[src/core/mem_parity_refresh_pkg.sv]
// shared constants and carriers for the parity and refresh control block
package mem_parity_refresh_pkg;
  // register map (byte addresses)
  localparam logic [3:0] parity_ctrl_addr = 4'h0;
  localparam logic [3:0] refresh_stat_addr = 4'h4;
  // parity control field positions
  localparam int report_enable_bit = 0;
  localparam int force_odd_bit = 2;
  localparam int sticky_error_bit = 15;
  // stored parity bit positions in the memory word
  localparam int low_parity_bit = 16;
  localparam int high_parity_bit = 17;
  // refresh figures
  localparam int clock_mhz = 250;
  localparam int refresh_period_ns = 30000;
  localparam int refresh_period_cycles = (refresh_period_ns * clock_mhz) / 1000;
  localparam int write_block_ns = 60;
  localparam int write_block_cycles = (write_block_ns * clock_mhz + 999) / 1000;
  localparam int stall_timeout_ns = 15000;
  localparam int stall_timeout_cycles = (stall_timeout_ns * clock_mhz) / 1000;
  localparam int row_bits = 5;
  localparam int row_lsb = 3;
  // a refresh run has to outlast the write block window, or the block never bites
  localparam int refresh_run_ns = 450;
  localparam int refresh_cycle_len = (refresh_run_ns * clock_mhz) / 1000;
  localparam logic [1:0] resp_okay = 2'b00;
  localparam logic [1:0] resp_slverr = 2'b10;

  typedef enum logic [1:0] {
    ref_idle = 2'b00,
    ref_wait = 2'b01,
    ref_run = 2'b10
  } refresh_state_e;

  typedef struct packed {
    logic [17:0] data;
    logic write;
    logic [1:0] byte_en;
  } mem_word_s;
endpackage

[src/core/mem_parity_refresh.sv]
// parity generation, parity checking and refresh sequencing for a memory controller
//
// The AXI4-Lite interface to the registers and the register addresses were left to the implementer.
`timescale 1ns/1ns
// Notes on behaviour
// - one parity bit per written byte, bits 16/17
// - even parity, odd when forced
// - parity latches follow until data hold
// - nine-bit odd count marks byte bad
// - check only captured fast-bus read data
// - set sticky error when cycle completes
// - report enable clear blocks abort flag
// - enabled fast-bus read error raises abort
// - no abort without request and control valid
// - bipolar configuration gates off refresh
// - 30 us timebase sets refresh request
// - refresh starts cycle, row onto lines 07:03
// - busy access holds off refresh latch
// - block write pulse 60 ns after latch
// - latch pulse clears refresh request
// - five-bit row counter on timebase
// - refresh enables all chip gating
// - refresh ends after a fixed 112-cycle run
// - refresh steals stalled access undisturbed
// - 15 us timeout forces refresh in stall
// - sticky error written from bit 15
module mem_parity_refresh
  import mem_parity_refresh_pkg::*;
#(
  parameter int period_cycles = refresh_period_cycles,
  parameter int timeout_cycles = stall_timeout_cycles
) (
  input wire logic aclk,
  input wire logic aresetn,
  // axi4-lite slave
  input wire logic [3:0] s_awaddr,
  input wire logic s_awvalid,
  output logic s_awready,
  input wire logic [31:0] s_wdata,
  input wire logic [3:0] s_wstrb,
  input wire logic s_wvalid,
  output logic s_wready,
  output logic [1:0] s_bresp,
  output logic s_bvalid,
  input wire logic s_bready,
  input wire logic [3:0] s_araddr,
  input wire logic s_arvalid,
  output logic s_arready,
  output logic [31:0] s_rdata,
  output logic [1:0] s_rresp,
  output logic s_rvalid,
  input wire logic s_rready,
  // memory side
  input wire logic mos_arrays,
  input wire logic [15:0] write_data,
  input wire logic [1:0] write_bytes,
  input wire logic data_hold,
  input wire logic [17:0] read_data,
  input wire logic fast_read_capture,
  input wire logic processor_request,
  input wire logic control_valid,
  input wire logic access_active,
  input wire logic access_stalled,
  input wire logic cycle_done,
  output mem_word_s mem_out,
  output logic parity_abort_flag,
  output logic refresh_cycle_request,
  output logic refresh_active,
  output logic refresh_address_select,
  output logic [7:0] memory_row_address_lines,
  output logic chip_enable_strobe,
  output logic write_inhibit,
  output logic refresh_done
);

  typedef struct packed {
    logic awready;
    logic wready;
    logic aw_got;
    logic w_got;
    logic [3:0] aw_addr;
    logic [31:0] w_data;
    logic [3:0] w_strb;
    logic bvalid;
    logic [1:0] bresp;
    logic arready;
    logic rvalid;
    logic [31:0] rdata;
    logic [1:0] rresp;
    logic report_enable;
    logic force_odd_parity;
    logic sticky_parity_error;
    logic [1:0] parity_hold;
    logic [17:0] captured;
    mem_word_s mem;
    logic abort;
    logic [31:0] tb_count;
    logic req;
    refresh_state_e rstate;
    logic [row_bits-1:0] row;
    logic [7:0] run_count;
    logic [31:0] wait_count;
    logic addr_sel;
    logic active;
    logic inhibit;
    logic done;
    logic chip_en;
    logic [7:0] row_lines;
  } state_s;

  state_s cur;
  state_s next_cur;

  // even parity bit for one byte, inverted when forced odd
  function automatic logic gen_parity(input logic [7:0] b, input logic odd);
    gen_parity = (^b) ^ odd;
  endfunction

  // a nine-bit group with an odd count of ones is bad
  function automatic logic group_bad(input logic [7:0] b, input logic p);
    group_bad = ^{p, b};
  endfunction

  logic bad_parity_any;
  logic parity_strobe;
  logic parity_error_set;
  logic tb_edge;
  logic timed_out;
  logic [1:0] gen_bits;

  always_comb begin
    gen_bits[0] = gen_parity(write_data[7:0], cur.force_odd_parity);
    gen_bits[1] = gen_parity(write_data[15:8], cur.force_odd_parity);
    bad_parity_any = group_bad(cur.captured[7:0], cur.captured[low_parity_bit])
                   | group_bad(cur.captured[15:8], cur.captured[high_parity_bit]);
    parity_strobe = processor_request & control_valid;
    parity_error_set = bad_parity_any & cycle_done;
    tb_edge = (cur.tb_count == 32'(period_cycles - 1));
    timed_out = (cur.wait_count >= 32'(timeout_cycles)) & access_stalled;
  end

  // next-state logic for registers, parity path and refresh sequencer
  always_comb begin
    logic do_write;
    do_write = 1'b0;
    next_cur = cur;
    // axi write channel
    if (s_awvalid && cur.awready) begin
      next_cur.aw_got = 1'b1;
      next_cur.aw_addr = s_awaddr;
      next_cur.awready = 1'b0;
    end
    if (s_wvalid && cur.wready) begin
      next_cur.w_got = 1'b1;
      next_cur.w_data = s_wdata;
      next_cur.w_strb = s_wstrb;
      next_cur.wready = 1'b0;
    end
    if (cur.aw_got && cur.w_got && !cur.bvalid) begin
      do_write = 1'b1;
      next_cur.bvalid = 1'b1;
      next_cur.bresp = (cur.aw_addr == parity_ctrl_addr || cur.aw_addr == refresh_stat_addr) ?
                       resp_okay : resp_slverr;
      next_cur.aw_got = 1'b0;
      next_cur.w_got = 1'b0;
    end
    if (cur.bvalid && s_bready) begin
      next_cur.bvalid = 1'b0;
      next_cur.awready = 1'b1;
      next_cur.wready = 1'b1;
    end
    // register write effects
    if (do_write && cur.aw_addr == parity_ctrl_addr) begin
      if (cur.w_strb[0]) begin
        next_cur.report_enable = cur.w_data[report_enable_bit];
        next_cur.force_odd_parity = cur.w_data[force_odd_bit];
      end
      if (cur.w_strb[1]) begin
        next_cur.sticky_parity_error = cur.w_data[sticky_error_bit];
      end
    end
    // error detection wins over software clear
    if (parity_error_set) begin
      next_cur.sticky_parity_error = 1'b1;
    end
    // axi read channel
    if (s_arvalid && cur.arready) begin
      next_cur.arready = 1'b0;
      next_cur.rvalid = 1'b1;
      next_cur.rresp = resp_okay;
      next_cur.rdata = 32'h0;
      if (s_araddr == parity_ctrl_addr) begin
        next_cur.rdata[report_enable_bit] = cur.report_enable;
        next_cur.rdata[force_odd_bit] = cur.force_odd_parity;
        next_cur.rdata[sticky_error_bit] = cur.sticky_parity_error;
      end else if (s_araddr == refresh_stat_addr) begin
        next_cur.rdata[row_bits-1:0] = cur.row;
        next_cur.rdata[8] = cur.active;
        next_cur.rdata[9] = cur.req;
      end else begin
        next_cur.rresp = resp_slverr;
      end
    end
    if (cur.rvalid && s_rready) begin
      next_cur.rvalid = 1'b0;
      next_cur.arready = 1'b1;
    end
    // parity latches transparent while hold is low
    if (!data_hold) begin
      next_cur.parity_hold = gen_bits;
    end
    next_cur.mem.data = {cur.parity_hold, write_data};
    next_cur.mem.byte_en = write_bytes;
    next_cur.mem.write = (|write_bytes) & ~cur.inhibit;
    // data-out capture for fast-bus reads only
    if (fast_read_capture) begin
      next_cur.captured = read_data;
    end
    // abort flag gated by enable and strobe
    next_cur.abort = cur.report_enable & parity_strobe & bad_parity_any;
    // free-running timebase and row counter
    next_cur.tb_count = tb_edge ? 32'h0 : cur.tb_count + 32'h1;
    if (tb_edge) begin
      next_cur.row = cur.row + 5'h01;
      if (mos_arrays) begin
        next_cur.req = 1'b1;
      end
    end
    next_cur.addr_sel = 1'b0;
    next_cur.done = 1'b0;
    unique case (cur.rstate)
      ref_idle: begin
        next_cur.wait_count = 32'h0;
        if (cur.req && mos_arrays) begin
          if (!access_active) begin
            next_cur.rstate = ref_run;
            next_cur.addr_sel = 1'b1;
            next_cur.active = 1'b1;
            next_cur.run_count = 8'h0;
            next_cur.req = 1'b0;
          end else begin
            next_cur.rstate = ref_wait;
          end
        end
      end
      ref_wait: begin
        next_cur.wait_count = cur.wait_count + 32'h1;
        if (!access_active || timed_out) begin
          next_cur.rstate = ref_run;
          next_cur.addr_sel = 1'b1;
          next_cur.active = 1'b1;
          next_cur.run_count = 8'h0;
          next_cur.req = 1'b0;
        end
      end
      ref_run: begin
        next_cur.run_count = cur.run_count + 8'h01;
        if (cur.run_count == 8'(refresh_cycle_len - 1)) begin
          next_cur.rstate = ref_idle;
          next_cur.active = 1'b0;
          next_cur.done = 1'b1;
        end
      end
    endcase
    if (!mos_arrays) begin
      next_cur.req = 1'b0;
    end
    next_cur.inhibit = next_cur.active && (next_cur.run_count >= 8'(write_block_cycles));
    next_cur.chip_en = next_cur.active;
    next_cur.row_lines = next_cur.addr_sel ? {cur.row, 3'b000} : 8'h00;
  end

  // state register
  always_ff @(posedge aclk) begin
    if (!aresetn) begin
      cur <= '0;
      cur.awready <= 1'b1;
      cur.wready <= 1'b1;
      cur.arready <= 1'b1;
      cur.rstate <= ref_idle;
    end else begin
      cur <= next_cur;
    end
  end

  assign s_awready = cur.awready;
  assign s_wready = cur.wready;
  assign s_bvalid = cur.bvalid;
  assign s_bresp = cur.bresp;
  assign s_arready = cur.arready;
  assign s_rvalid = cur.rvalid;
  assign s_rdata = cur.rdata;
  assign s_rresp = cur.rresp;
  assign mem_out = cur.mem;
  assign parity_abort_flag = cur.abort;
  assign refresh_cycle_request = cur.req;
  assign refresh_active = cur.active;
  assign refresh_address_select = cur.addr_sel;
  assign memory_row_address_lines = cur.row_lines;
  assign chip_enable_strobe = cur.chip_en;
  assign write_inhibit = cur.inhibit;
  assign refresh_done = cur.done;
endmodule

[config.mk]
export PLATFORM = sky130hd
export DESIGN_NAME = mem_parity_refresh
export DESIGN_NICKNAME = d
export VERILOG_FILES = /design/src/core/mem_parity_refresh_pkg.sv /design/src/core/mem_parity_refresh.sv
export SDC_FILE = /design/constraint.sdc
export NUM_CORES = 1
export LEC_CHECK = 0
export ABC_AREA = 1
export BUFFER_PORTS_ARGS = -buffer_cell sky130_fd_sc_hd__clkbuf_2
export CORE_ASPECT_RATIO = 1.25
export CORE_MARGIN = 2
export CORE_UTILIZATION = 55
export DETAILED_ROUTE_END_ITERATION = 8
export GPL_ROUTABILITY_DRIVEN = 0
export PLACE_DENSITY = 0.79
export SLEW_MARGIN = 15
export SYNTH_ARGS = -nofsm -noshare
export SYNTH_HDL_FRONTEND = slang
export SYNTH_SLANG_ARGS = --single-unit
[constraint.sdc]
create_clock -name aclk -period 2.51 [get_ports aclk]
set_clock_uncertainty 0.05 [all_clocks]
set_input_delay 0.3765 -clock aclk [delete_from_list [all_inputs] [get_ports aclk]]
set_output_delay 0.3765 -clock aclk [all_outputs]
set_load 0.1 [all_outputs]
==> flow_results.xml, run 1 <==
<?xml version="1.0" encoding="UTF-8"?>
<metrics>
  <group name="route">
    <metric name="routed_wl" unit="mm">17.1</metric>
    <metric name="wl_met1" unit="mm">7.09</metric>
    <metric name="detailroute.via_count" unit="">7002</metric>
    <metric name="drt_iter0_drc" unit="">361</metric>
    <metric name="dr.pass1.iters" unit="">6</metric>
    <metric name="drt_wl_cell" unit="µm">12.5</metric>
    <metric name="drc_violation_count_after_routing" unit="">0</metric>
    <metric name="routed-wl-met2" unit="mm">8.47</metric>
    <metric name="post_drt_via_cell_ratio" unit="">5.13</metric>
    <metric name="postRouteAntennaNets" unit="">0</metric>
    <metric name="met3_wirelength_from_detailed_routing" unit="mm">1.05</metric>
    <metric name="top_layer" unit="">met4</metric>
  </group>
  <group name="placement">
    <metric name="placed_cell_area" unit="µm²">8220</metric>
    <metric name="hpwlAfterDp" unit="mm">12.5</metric>
    <metric name="total_instance_count_after_detailed_placement" unit="">1332</metric>
    <metric name="port-buffer-count" unit="">111</metric>
  </group>
  <group name="floorplan">
    <metric name="starting_utilization_of_the_core_area" unit="%">56.6</metric>
    <metric name="ios" unit="">172</metric>
    <metric name="dieWidth" unit="µm">111</metric>
    <metric name="die_height" unit="µm">138</metric>
    <metric name="area_inside_the_core_boundary" unit="µm²">13900</metric>
    <metric name="die_area" unit="µm²">15200</metric>
    <metric name="row_count" unit="">48</metric>
  </group>
  <group name="synth">
    <metric name="ys_warns" unit="">0</metric>
    <metric name="yosys_most_used_dff" unit="">dfxtp_1</metric>
    <metric name="ys_async_sr_fraction" unit="%">0</metric>
    <metric name="post_synth_edffs" unit="">0</metric>
    <metric name="synth_area_per_cell" unit="µm²">7.15</metric>
    <metric name="synth_largest_type_area_fraction" unit="%">40.8</metric>
    <metric name="yosysTopAreaCell" unit="">dfxtp_1</metric>
    <metric name="synth-adder-area-share" unit="%">1.28</metric>
    <metric name="post_synthesis_share_of_cell_area_spent_on_xor_and_xnor_gates" unit="%">4.35</metric>
    <metric name="netlist-cell-type-count" unit="">49</metric>
    <metric name="netlist_area" unit="µm²">7850</metric>
    <metric name="synth.ff_latch_count" unit="">160</metric>
    <metric name="yosysSeqAreaShare" unit="%">40.8</metric>
    <metric name="fraction_of_the_mapped_netlist_area_in_compound_gates" unit="%">11.5</metric>
    <metric name="synth_simple_gate_area_share" unit="%">27.7</metric>
    <metric name="synth.area.mux_share" unit="%">0.143</metric>
    <metric name="largest_family_of_logic_cells_by_synthesized_area" unit="">simple AND/OR/NAND/NOR gates</metric>
    <metric name="netlist_instances" unit="">1097</metric>
    <metric name="netlist_top_cells_area" unit="">dfxtp_1 41%, nand2_1 9.5%, nor2_1 7.6%, buf_4 6.4%, inv_1 6.4%</metric>
  </group>
  <group name="global_route">
    <metric name="number_of_global_route_vias_before_repair" unit="">6372</metric>
    <metric name="antenna_found_initial" unit="">0</metric>
    <metric name="grt_first_pass_wirelength" unit="mm">27.9</metric>
    <metric name="gr-total-overflow" unit="">0</metric>
    <metric name="grt_start_max_net_pins" unit="">55</metric>
    <metric name="groute.usage.overall" unit="%">22.4</metric>
  </group>
  <group name="final_layout">
    <metric name="final_cell_count_no_fill" unit="">1364</metric>
    <metric name="area.growth.synth_to_final" unit="%">13.0</metric>
    <metric name="antennaDiodeCount" unit="">0</metric>
    <metric name="final_design_area_no_fill" unit="µm²">8870</metric>
    <metric name="post_route_cells_drive_above_1_share" unit="%">15.6</metric>
    <metric name="fin_nets" unit="">1279</metric>
  </group>
  <group name="setup_path">
    <metric name="criticalPathCategory" unit="">reg2reg</metric>
    <metric name="timing.reg2reg.worst_path_depth" unit="">12</metric>
    <metric name="worst-path-max-fanout" unit="">5</metric>
    <metric name="crit_path_end_kind" unit="">register</metric>
    <metric name="critical_path_arrival" unit="ns">2.44</metric>
    <metric name="worstReg2RegStart" unit="">cur[14]</metric>
    <metric name="worst_ep_required_time" unit="ns">2.78</metric>
    <metric name="slowest_delay" unit="ns">0.39</metric>
    <metric name="crit_path_cell_trace" unit="">ha_1, nand2_1, nor3_4, nand2_1, nor2_1, nand3_1, nor2_2, nand3_1, nor2_1, nand3_1, nand2_1, a21oi_1</metric>
    <metric name="timing.reg2reg.setup_slack" unit="ns">0.34</metric>
    <metric name="worst_setup_path_startpoint" unit="">cur[14]</metric>
    <metric name="critical_path.reg2reg.endpoint" unit="">cur[39]</metric>
    <metric name="timing.critical_path.from_type" unit="">register</metric>
    <metric name="worst_path_max_delay_cell" unit="">dfxtp_1</metric>
    <metric name="endpoint" unit="">cur[39]</metric>
  </group>
  <group name="cts">
    <metric name="clock-root-buffer" unit="">clkbuf_16</metric>
    <metric name="clock_edge_transition_at_the_registers_on_the_reported_setup_and_hold_paths" unit="ns">0.06</metric>
    <metric name="clock_path_buffers" unit="">2</metric>
    <metric name="numCtsBuffers" unit="">17</metric>
    <metric name="clkSinkCount" unit="">160</metric>
    <metric name="clock_latency" unit="ns">0.43</metric>
    <metric name="cts_tree" unit="">done</metric>
    <metric name="post-cts-setup-buffer-count" unit="">0</metric>
    <metric name="ctsHtreeMaxLevel" unit="">4</metric>
  </group>
  <group name="min_path">
    <metric name="worst_hold_path_type" unit="">in2reg</metric>
    <metric name="instance_count_along_the_most_critical_hold_path" unit="">3</metric>
  </group>
  <group name="sta">
    <metric name="report.final.setup_viol" unit="">0</metric>
    <metric name="slew_at_the_pin_closest_to_its_max_slew_limit" unit="ns">0.574</metric>
    <metric name="fin_crit" unit="ns">2.17</metric>
    <metric name="timing.max_slew.rel_slack" unit="%">61.9</metric>
    <metric name="finalMaxSlewViolations" unit="">0</metric>
    <metric name="achievable-frequency" unit="MHz">461</metric>
    <metric name="period_share" unit="%">86.5</metric>
    <metric name="report.final.hold_viol_count" unit="">0</metric>
    <metric name="rsz0062_at_grt" unit="">false</metric>
    <metric name="totalNegativeSetupSlack" unit="ns">0</metric>
  </group>
  <group name="outcome">
    <metric name="run_status" unit="">finished clean</metric>
  </group>
  <group name="job">
    <metric name="timing.max_cap.violations" unit="">0</metric>
  </group>
  <group name="pwr">
    <metric name="power_leakage" unit="nW">3.81</metric>
    <metric name="total_power_divided_by_cell_area" unit="nW/µm²">779</metric>
    <metric name="max-vdd-ir-drop" unit="mV">0.509</metric>
  </group>
</metrics>
==> placed cells by master, fill, tap and decap left out, drive strengths merged, types with 2 or more instances in the layout <==
master	count
a211oi	4
a21oi	71
a221oi	2
a22oi	2
a31oi	2
buf	12
bufinv	4
clkbuf	133
clkinv	5
conb	29
dfxtp	160
ha	8
inv	138
nand2	202
nand3	48
nand3b	2
nand4	23
nor2	169
nor3	31
nor4	6
o21a	3
o21ai	70
o22ai	6
or2	9
xnor2	21
xor2	18
==> through the flow <==
| stage | power (mW) | util [%] | hold slack (ns) | worst slack, ns |
|---|---|---|---|---|
| finish | 6.91 | 63.9 | 0.101 | 0.339 |
| global route | 7.20 | 63.9 | 0.0873 | 0.0317 |
| CTS | 6.95 | 63.9 | 0.0832 | 0.349 |
| detailed placement | 4.15 | 59.3 | 0.374 | 0.357 |
| global placement | 4.12 | 59.3 | 0.364 | 0.387 |
| floorplan | 3.91 | - | 0.354 | 0.437 |
==> area by class of cell <==
class                           instances  area, µm²
Timing Repair Buffer                  123        646
Clock buffer                           22        474
Multi-Input combinational cell        737       3640
Sequential cell                       160       3200
Tap cell                              175        219
Clock inverter                         10        171
Fill cell                            1184       5000
Inverter                              137        514
==> state kept, by name (all words and copies together), names as in the netlist, 5 cells and up <==
name                      flops
s_rdata                       8
cur                         113
memory_row_address_lines      5
mem_out                      21
==> metal layers <==
| metal | global-route usage, % | vias up |
|---|---|---|
| met5 | 0 | - |
| met4 | 11.5 | 0 |
| met3 | 5.15 | 43 |
| met2 | 39.3 | 231 |
| met1 | 25.6 | 3151 |
| li1 | - | 3577 |
==> kinds of logic (layout without fill, tap and decap cells) <==
| family | after synthesis | after routing |
|---|---|---|
| buffers and inverters | 228 | 292 |
| muxes | 1 | 1 |
| and+or+nand+nor | 493 | 493 |
| AOI/OAI and AO/OA | 167 | 167 |
| DFF | 160 | 160 |
| other | 1 | 29 |
| xor gates and xnor gates | 39 | 39 |
| adders and majority gates | 8 | 8 |
==> worst min path at each step <==
stage | from | endpoint | slack [ns]
after global routing | write_data[9] | mem_out[12] | 0.09
after global placement | write_inhibit | mem_out[2] | 0.36
after floorplan | cur[133] | mem_out[19] | 0.35
after CTS | write_data[14] | mem_out[17] | 0.08
after detailed placement | cur[133] | mem_out[19] | 0.37
final | write_data[14] | mem_out[17] | 0.10
==> Yosys cell counts, types with 4 or more instances <==
master and count:
ha_1 8, nor3_1 27, a21oi_1 70, o21ai_0 70
dfxtp_1 160, nand3_2 5, nand4_1 23, inv_1 134
buf_1 4, xnor2_1 21, nand2_2 4, xor2_1 18
a211oi_1 4, nand3_1 43, buf_4 67, o22ai_1 6
nor2_2 9, or2_2 4, clkbuf_1 18, or2_0 4
nor4_1 6, nor2_1 158, nand2_1 198
==> power by group <==
part | total [mW] | internal (mW) | switching, mW
Combinational | 1.35 | 0.342 | 1.01
Sequential | 2.75 | 2.67 | 0.0821
Clock | 2.81 | 1.76 | 1.05
Total | 6.91 | 4.77 | 2.14
==> worst max-delay path: cells and delay by family, from the launching register on <==
family | cells | cell delay, ns
DFF | 1 | 0.39
and+or+nand+nor | 10 | 1.41
AOI/OAI and AO/OA | 1 | 0.04
adders and majority gates | 1 | 0.19
==> repair_timing <==
item | in CTS | in global routing
resized for setup | 0 | 1
hold buffers | 0 | 0
endpoints found under the setup margin | 0 | 1
No activity file was read; power rests on OpenSTA's default activity.
==> inputs of run 2 (changes only) <==
- BUFFER_PORTS_ARGS: -buffer_cell sky130_fd_sc_hd__clkbuf_2 -> -buffer_cell sky130_fd_sc_hd__buf_2
- CELL_PAD_IN_SITES_DETAIL_PLACEMENT: unset -> 0
- CELL_PAD_IN_SITES_GLOBAL_PLACEMENT: unset -> 1
- CORE_MARGIN: 2 -> 1.5
- CORE_UTILIZATION: 55 -> 39
- PLACE_DENSITY: 0.79 -> 0.78
==> run 2 against run 1 <==
Clock-buffer cell count fell by 5. Die area rose by 38%. Global-route usage fell by 3.9 points. Non-clock buffer count rose by 3. Critical endpoint is now cur[41].
==> flow_results.xml, run 2 (same netlist as run 1, synthesis figures left out) <==
<?xml version="1.0" encoding="UTF-8"?>
<metrics>
  <group name="cts">
    <metric name="numCtsBuffers" unit="">17</metric>
    <metric name="holdBufCountCts" unit="">0</metric>
    <metric name="cts-resized-gates" unit="">0</metric>
    <metric name="ctsHtreeMaxLevel" unit="">4</metric>
    <metric name="clock_path_buffers" unit="">2</metric>
    <metric name="clkSinkCount" unit="">160</metric>
    <metric name="clock_latency" unit="ns">0.42</metric>
    <metric name="clock-root-buffer" unit="">clkbuf_16</metric>
    <metric name="clock_edge_transition_at_the_registers_on_the_reported_setup_and_hold_paths" unit="ns">0.07</metric>
    <metric name="cts_tree" unit="">done</metric>
    <metric name="post-cts-setup-buffer-count" unit="">0</metric>
  </group>
  <group name="final_layout">
    <metric name="post_route_cells_drive_above_1_share" unit="%">15.9</metric>
    <metric name="multi_input_area" unit="µm²">3640</metric>
    <metric name="final-seq-area" unit="µm²">3200</metric>
    <metric name="mostFrequentLayoutCells" unit="">198 x nand2_1, 160 x dfxtp_1, 158 x nor2_1</metric>
    <metric name="post-route-util" unit="%">45.9</metric>
    <metric name="area.growth.synth_to_final" unit="%">14.6</metric>
    <metric name="largest_reg_flops" unit="">113</metric>
    <metric name="largest-register" unit="">cur</metric>
    <metric name="fin_nets" unit="">1282</metric>
    <metric name="final_cell_count_no_fill" unit="">1458</metric>
    <metric name="number_of_filler_instances_in_the_final_layout" unit="">2045</metric>
    <metric name="layout_commonest_cell" unit="">nand2_1</metric>
    <metric name="final_design_area_no_fill" unit="µm²">8990</metric>
  </group>
  <group name="global_route">
    <metric name="groute.usage.overall" unit="%">18.4</metric>
    <metric name="grt_first_pass_wirelength" unit="mm">30.8</metric>
    <metric name="antenna_found_initial" unit="">1</metric>
    <metric name="gr-total-overflow" unit="">0</metric>
    <metric name="grt_start_max_net_pins" unit="">77</metric>
    <metric name="groute.layer.met3.usage" unit="%">3.21</metric>
    <metric name="grt-busiest-layer" unit="">met2</metric>
    <metric name="grt_use_met1" unit="%">21.9</metric>
    <metric name="number_of_global_route_vias_before_repair" unit="">6484</metric>
    <metric name="grt_util_met2" unit="%">33.3</metric>
  </group>
  <group name="pwr">
    <metric name="power.share.switching" unit="%">32.5</metric>
    <metric name="max-vdd-ir-drop" unit="mV">0.475</metric>
    <metric name="pwr-share-comb" unit="%">20.0</metric>
    <metric name="total_power_divided_by_cell_area" unit="nW/µm²">760</metric>
    <metric name="power_leakage" unit="nW">3.82</metric>
    <metric name="clock_power_share" unit="%">39.9</metric>
    <metric name="power_frac_seq" unit="%">40.1</metric>
    <metric name="internal_power" unit="mW">4.61</metric>
    <metric name="p_switching" unit="mW">2.22</metric>
  </group>
  <group name="placement">
    <metric name="total_instance_count_after_detailed_placement" unit="">1425</metric>
    <metric name="port-buffer-count" unit="">111</metric>
    <metric name="preCtsSetupSlack" unit="ns">0.347</metric>
    <metric name="hpwlAfterDp" unit="mm">13.9</metric>
    <metric name="placed_cell_area" unit="µm²">8370</metric>
  </group>
  <group name="setup_path">
    <metric name="worst_ep_required_time" unit="ns">2.79</metric>
    <metric name="critical_path_arrival" unit="ns">2.50</metric>
    <metric name="worstReg2RegStart" unit="">cur[14]</metric>
    <metric name="crit_path_cell_trace" unit="">ha_1, nand2_1, nor3_4, nand2_1, nor2_1, nand3_1, nor3_1, nand3_1, o31ai_1</metric>
    <metric name="worst-path-max-fanout" unit="">5</metric>
    <metric name="critical_path.reg2reg.endpoint" unit="">cur[41]</metric>
    <metric name="timing.reg2reg.setup_slack" unit="ns">0.29</metric>
    <metric name="worst_path_max_delay_cell" unit="">dfxtp_1</metric>
    <metric name="timing.reg2reg.worst_path_depth" unit="">9</metric>
    <metric name="criticalPathCategory" unit="">reg2reg</metric>
    <metric name="slowest_delay" unit="ns">0.40</metric>
    <metric name="timing.critical_path.from_type" unit="">register</metric>
    <metric name="crit_path_end_kind" unit="">register</metric>
  </group>
  <group name="sta">
    <metric name="finalWorstSetupSlack" unit="ns">0.292</metric>
    <metric name="report.final.setup_viol" unit="">0</metric>
    <metric name="totalNegativeSetupSlack" unit="ns">0</metric>
    <metric name="timing.max_slew.rel_slack" unit="%">48.4</metric>
    <metric name="achievable-frequency" unit="MHz">451</metric>
    <metric name="rsz0062_at_grt" unit="">false</metric>
    <metric name="slew_at_the_pin_closest_to_its_max_slew_limit" unit="ns">0.768</metric>
    <metric name="report.final.hold_viol_count" unit="">0</metric>
    <metric name="finalMaxSlewViolations" unit="">0</metric>
    <metric name="period_share" unit="%">88.4</metric>
    <metric name="fin_crit" unit="ns">2.22</metric>
  </group>
  <group name="route">
    <metric name="dr.pass1.iters" unit="">4</metric>
    <metric name="post_drt_via_cell_ratio" unit="">4.66</metric>
    <metric name="routed_wl" unit="mm">18.5</metric>
    <metric name="detailroute.via_count" unit="">6799</metric>
    <metric name="drc_violation_count_after_routing" unit="">0</metric>
    <metric name="drt_iter0_drc" unit="">341</metric>
    <metric name="postRouteAntennaNets" unit="">0</metric>
    <metric name="drt_wl_cell" unit="µm">12.7</metric>
  </group>
  <group name="floorplan">
    <metric name="area_inside_the_core_boundary" unit="µm²">19600</metric>
    <metric name="starting_utilization_of_the_core_area" unit="%">40.0</metric>
    <metric name="die_height" unit="µm">162</metric>
    <metric name="dieWidth" unit="µm">130</metric>
    <metric name="ios" unit="">172</metric>
    <metric name="row_count" unit="">57</metric>
    <metric name="die_area" unit="µm²">21000</metric>
  </group>
  <group name="min_path">
    <metric name="instance_count_along_the_most_critical_hold_path" unit="">3</metric>
    <metric name="min_to" unit="">mem_out[1]</metric>
    <metric name="worst_hold_path_type" unit="">in2reg</metric>
    <metric name="min-delay-start" unit="">write_bytes[1]</metric>
  </group>
  <group name="outcome">
    <metric name="run_status" unit="">finished clean</metric>
  </group>
  <group name="job">
    <metric name="timing.max_cap.violations" unit="">0</metric>
  </group>
</metrics>
-- run 2: critical path: cells and delay by family (launching register included) --
kind | cells | cell delay [ns]
AOI/OAI and AO/OA | 1 | 0.22
adders and majority gates | 1 | 0.19
DFF | 1 | 0.40
and+or+nand+nor | 7 | 1.28
-- run 2: worst max-delay path by stage --
stage | cells past startpoint | slack [ns] | start | end
floorplan | 9 | 0.44 | refresh_cycle_request | write_inhibit
global placement | 12 | 0.36 | cur[14] | cur[39]
detailed placement | 9 | 0.35 | cur[14] | cur[41]
CTS | 9 | 0.31 | cur[14] | cur[41]
global route | 11 | 0.05 | cur[59] | cur[44]
finish | 9 | 0.29 | cur[14] | cur[41]
-- run 2: layout make-up --
class | instances | share of cell area (%)
clock inverters | 15 | 2.17
flip-flops and latches | 160 | 35.6
well taps | 265 | 3.69
inverters | 137 | 5.72
multi-input cells | 737 | 40.5
repair buffers | 126 | 7.57
diodes | 1 | 0.0278
clock buffers | 17 | 4.73
-- run 2: power groups by stage --
stage | clock, mW | combinational [mW] | sequential, mW
final | 2.72 | 1.37 | 2.74
after global routing | 2.92 | 1.51 | 2.76
after CTS | 2.79 | 1.38 | 2.74
after detailed placement | 0 | 1.38 | 2.80
after global placement | 0 | 1.38 | 2.80
after floorplan | 0 | 1.06 | 2.85
-- run 2: through the flow --
step / hold WS (ns) / power (mW)
after floorplan: 0.354 / 3.91
after global placement: 0.367 / 4.18
after detailed placement: 0.364 / 4.18
after CTS: 0.0828 / 6.91
after global routing: 0.0897 / 7.18
final: 0.102 / 6.84
-- run 2: per-layer routing --
| metal | wire length [µm] | vias to the layer above |
|---|---|---|
| met4 | 295 | 0 |
| met2 | 9450 | 111 |
| met1 | 8260 | 3067 |
| met5 | 0 | - |
| met3 | 522 | 19 |
| li1 | - | 3602 |
==> inputs of run 3 (changes only) <==
- CORE_ASPECT_RATIO: 1.25 -> 0.8
- RECOVER_POWER: unset -> 25
==> run 3 against run 2 <==
Utilization is 0.74 points lower. Register-to-register slack worse by 0.06 ns. Total power is 1.5% lower. Clock-buffer cell count is 1 higher. Wire length is 1.4% lower. Setup slack worse by 0.056 ns. Combinational power hardly changed. Clock power is 4% lower. Critical endpoint is now cur[44]. Largest power group unchanged.
==> flow_results.xml, run 3 (same netlist as run 1, synthesis figures left out) <==
<?xml version="1.0" encoding="UTF-8"?>
<metrics>
  <group name="cts">
    <metric name="clock_path_buffers" unit="">2</metric>
    <metric name="numCtsBuffers" unit="">17</metric>
    <metric name="clock_edge_transition_at_the_registers_on_the_reported_setup_and_hold_paths" unit="ns">0.07</metric>
    <metric name="clock-root-buffer" unit="">clkbuf_16</metric>
    <metric name="clock_latency" unit="ns">0.42</metric>
    <metric name="ctsHtreeMaxLevel" unit="">4</metric>
    <metric name="clkSinkCount" unit="">160</metric>
    <metric name="cts-resized-gates" unit="">0</metric>
    <metric name="post-cts-setup-buffer-count" unit="">0</metric>
    <metric name="holdBufCountCts" unit="">0</metric>
    <metric name="cts_tree" unit="">done</metric>
  </group>
  <group name="floorplan">
    <metric name="dieWidth" unit="µm">162</metric>
    <metric name="area_inside_the_core_boundary" unit="µm²">19800</metric>
    <metric name="starting_utilization_of_the_core_area" unit="%">39.6</metric>
    <metric name="row_count" unit="">46</metric>
    <metric name="ios" unit="">172</metric>
    <metric name="die_area" unit="µm²">21000</metric>
    <metric name="die_height" unit="µm">130</metric>
  </group>
  <group name="sta">
    <metric name="fin_crit" unit="ns">2.27</metric>
    <metric name="finalMaxSlewViolations" unit="">0</metric>
    <metric name="timing.max_slew.rel_slack" unit="%">19.2</metric>
    <metric name="rsz0062_at_grt" unit="">false</metric>
    <metric name="period_share" unit="%">90.6</metric>
    <metric name="finalWorstSetupSlack" unit="ns">0.237</metric>
    <metric name="slew_at_the_pin_closest_to_its_max_slew_limit" unit="ns">1.21</metric>
    <metric name="achievable-frequency" unit="MHz">440</metric>
    <metric name="report.final.hold_viol_count" unit="">0</metric>
    <metric name="totalNegativeSetupSlack" unit="ns">0</metric>
    <metric name="report.final.setup_viol" unit="">0</metric>
  </group>
  <group name="setup_path">
    <metric name="worst_path_max_delay_cell" unit="">dfxtp_1</metric>
    <metric name="critical_path_s_top_delay_family" unit="">simple AND/OR/NAND/NOR gates</metric>
    <metric name="criticalPathCategory" unit="">reg2reg</metric>
    <metric name="worst-path-max-fanout" unit="">7</metric>
    <metric name="crit_path_end_kind" unit="">register</metric>
    <metric name="worst_ep_required_time" unit="ns">2.76</metric>
    <metric name="crit_path_frequent_cell" unit="">nor3_2</metric>
    <metric name="critical_path_buf_inv_count" unit="">2</metric>
    <metric name="slowest_delay" unit="ns">0.31</metric>
    <metric name="critical_path_arrival" unit="ns">2.53</metric>
    <metric name="timing.critical_path.from_type" unit="">register</metric>
    <metric name="crit_path_cell_trace" unit="">inv_1, ha_1, inv_2, nor3_2, nand2_1, nor3_2, nand3_1, nor2_1, nand4_1, o21ai_0, a21oi_1</metric>
  </group>
  <group name="outcome">
    <metric name="run_status" unit="">finished clean</metric>
  </group>
  <group name="pwr">
    <metric name="power.total" unit="mW">6.73</metric>
    <metric name="total_power_divided_by_cell_area" unit="nW/µm²">754</metric>
    <metric name="max-vdd-ir-drop" unit="mV">0.423</metric>
    <metric name="power_leakage" unit="nW">3.79</metric>
  </group>
  <group name="route">
    <metric name="detailroute.via_count" unit="">6781</metric>
    <metric name="met3_wirelength_from_detailed_routing" unit="mm">1.19</metric>
    <metric name="post_drt_via_cell_ratio" unit="">4.66</metric>
    <metric name="drc_violation_count_after_routing" unit="">0</metric>
    <metric name="dr.pass1.iters" unit="">5</metric>
    <metric name="drt_iter0_drc" unit="">484</metric>
    <metric name="drt_wl_cell" unit="µm">12.6</metric>
    <metric name="routed-wl-met2" unit="mm">7.51</metric>
    <metric name="wl_met1" unit="mm">9.40</metric>
    <metric name="top_layer" unit="">met4</metric>
    <metric name="postRouteAntennaNets" unit="">0</metric>
    <metric name="routed_wl" unit="mm">18.3</metric>
  </group>
  <group name="placement">
    <metric name="preCtsSetupSlack" unit="ns">0.258</metric>
    <metric name="port-buffer-count" unit="">111</metric>
    <metric name="hpwlAfterDp" unit="mm">13.6</metric>
  </group>
  <group name="global_route">
    <metric name="groute.usage.overall" unit="%">18.0</metric>
    <metric name="grt_first_pass_wirelength" unit="mm">30.3</metric>
    <metric name="gr-total-overflow" unit="">0</metric>
    <metric name="grt_start_max_net_pins" unit="">46</metric>
    <metric name="antenna_found_initial" unit="">0</metric>
    <metric name="number_of_global_route_vias_before_repair" unit="">6067</metric>
  </group>
  <group name="final_layout">
    <metric name="mostFrequentLayoutCells" unit="">198 x nand2_1, 160 x dfxtp_1, 158 x nor2_1</metric>
    <metric name="fin_nets" unit="">1281</metric>
    <metric name="largest-register" unit="">cur</metric>
    <metric name="layout_commonest_cell" unit="">nand2_1</metric>
    <metric name="largest_reg_flops" unit="">113</metric>
    <metric name="post_route_cells_drive_above_1_share" unit="%">15.6</metric>
    <metric name="antennaDiodeCount" unit="">0</metric>
    <metric name="post-route-util" unit="%">45.1</metric>
    <metric name="area.growth.synth_to_final" unit="%">13.8</metric>
  </group>
  <group name="job">
    <metric name="timing.max_cap.violations" unit="">0</metric>
  </group>
  <group name="min_path">
    <metric name="worst_hold_path_type" unit="">in2reg</metric>
  </group>
</metrics>
==> run 3: final cells by class <==
class                      instances  area, µm²
sequential                       160       3200
clock inverter                    13        151
inverter                         137        514
timing repair buffer             125        653
tap                              264        330
fill                            2092      10900
multi-input combinational        737       3640
clock buffer                      18        439
==> run 3: final timing paths <==
| check | from | to | slack, ns | cells after the start |
|---|---|---|---|---|
| setup / recovery | cur[59] | cur[44] | 0.24 | 11 |
| hold / removal | write_bytes[1] | mem_out[1] | 0.10 | 3 |
| setup reg to reg | cur[59] | cur[44] | 0.24 | 11 |
| hold reg to reg | write_inhibit | mem_out[2] | 0.36 | 1 |
==> run 3: tightest hold or removal path, delay by kind of cell <==
family,cells,cell delay (ns)
buffers and inverters,2,0.11
and+or+nand+nor,1,0.05
==> run 3: routing by layer <==
| layer | global-route usage, % | vias up |
|---|---|---|
| met5 | 0 | - |
| met4 | 4.96 | 0 |
| met3 | 5.09 | 14 |
| met2 | 26.2 | 175 |
| met1 | 25.8 | 3004 |
| li1 | - | 3588 |
==> run 3: power by group <==
part	internal, mW	switching, mW	leakage, nW	total [mW]
Combinational	0.352	1.01	2.20	1.37
Sequential	2.66	0.0838	1.31	2.75
Clock	1.51	1.11	0.282	2.62
Total	4.52	2.21	3.79	6.73
==> run 3: metrics by stage <==
step / std cells / hold WS (ns) / cell area, µm²
after global placement: 1423 / 0.361 / 8360
after global routing: 1454 / 0.0846 / 8930
after CTS: 1454 / 0.0813 / 8950
final: 1454 / 0.101 / 8930
after detailed placement: 1423 / 0.352 / 8360
after floorplan: 1125 / 0.354 / 7950
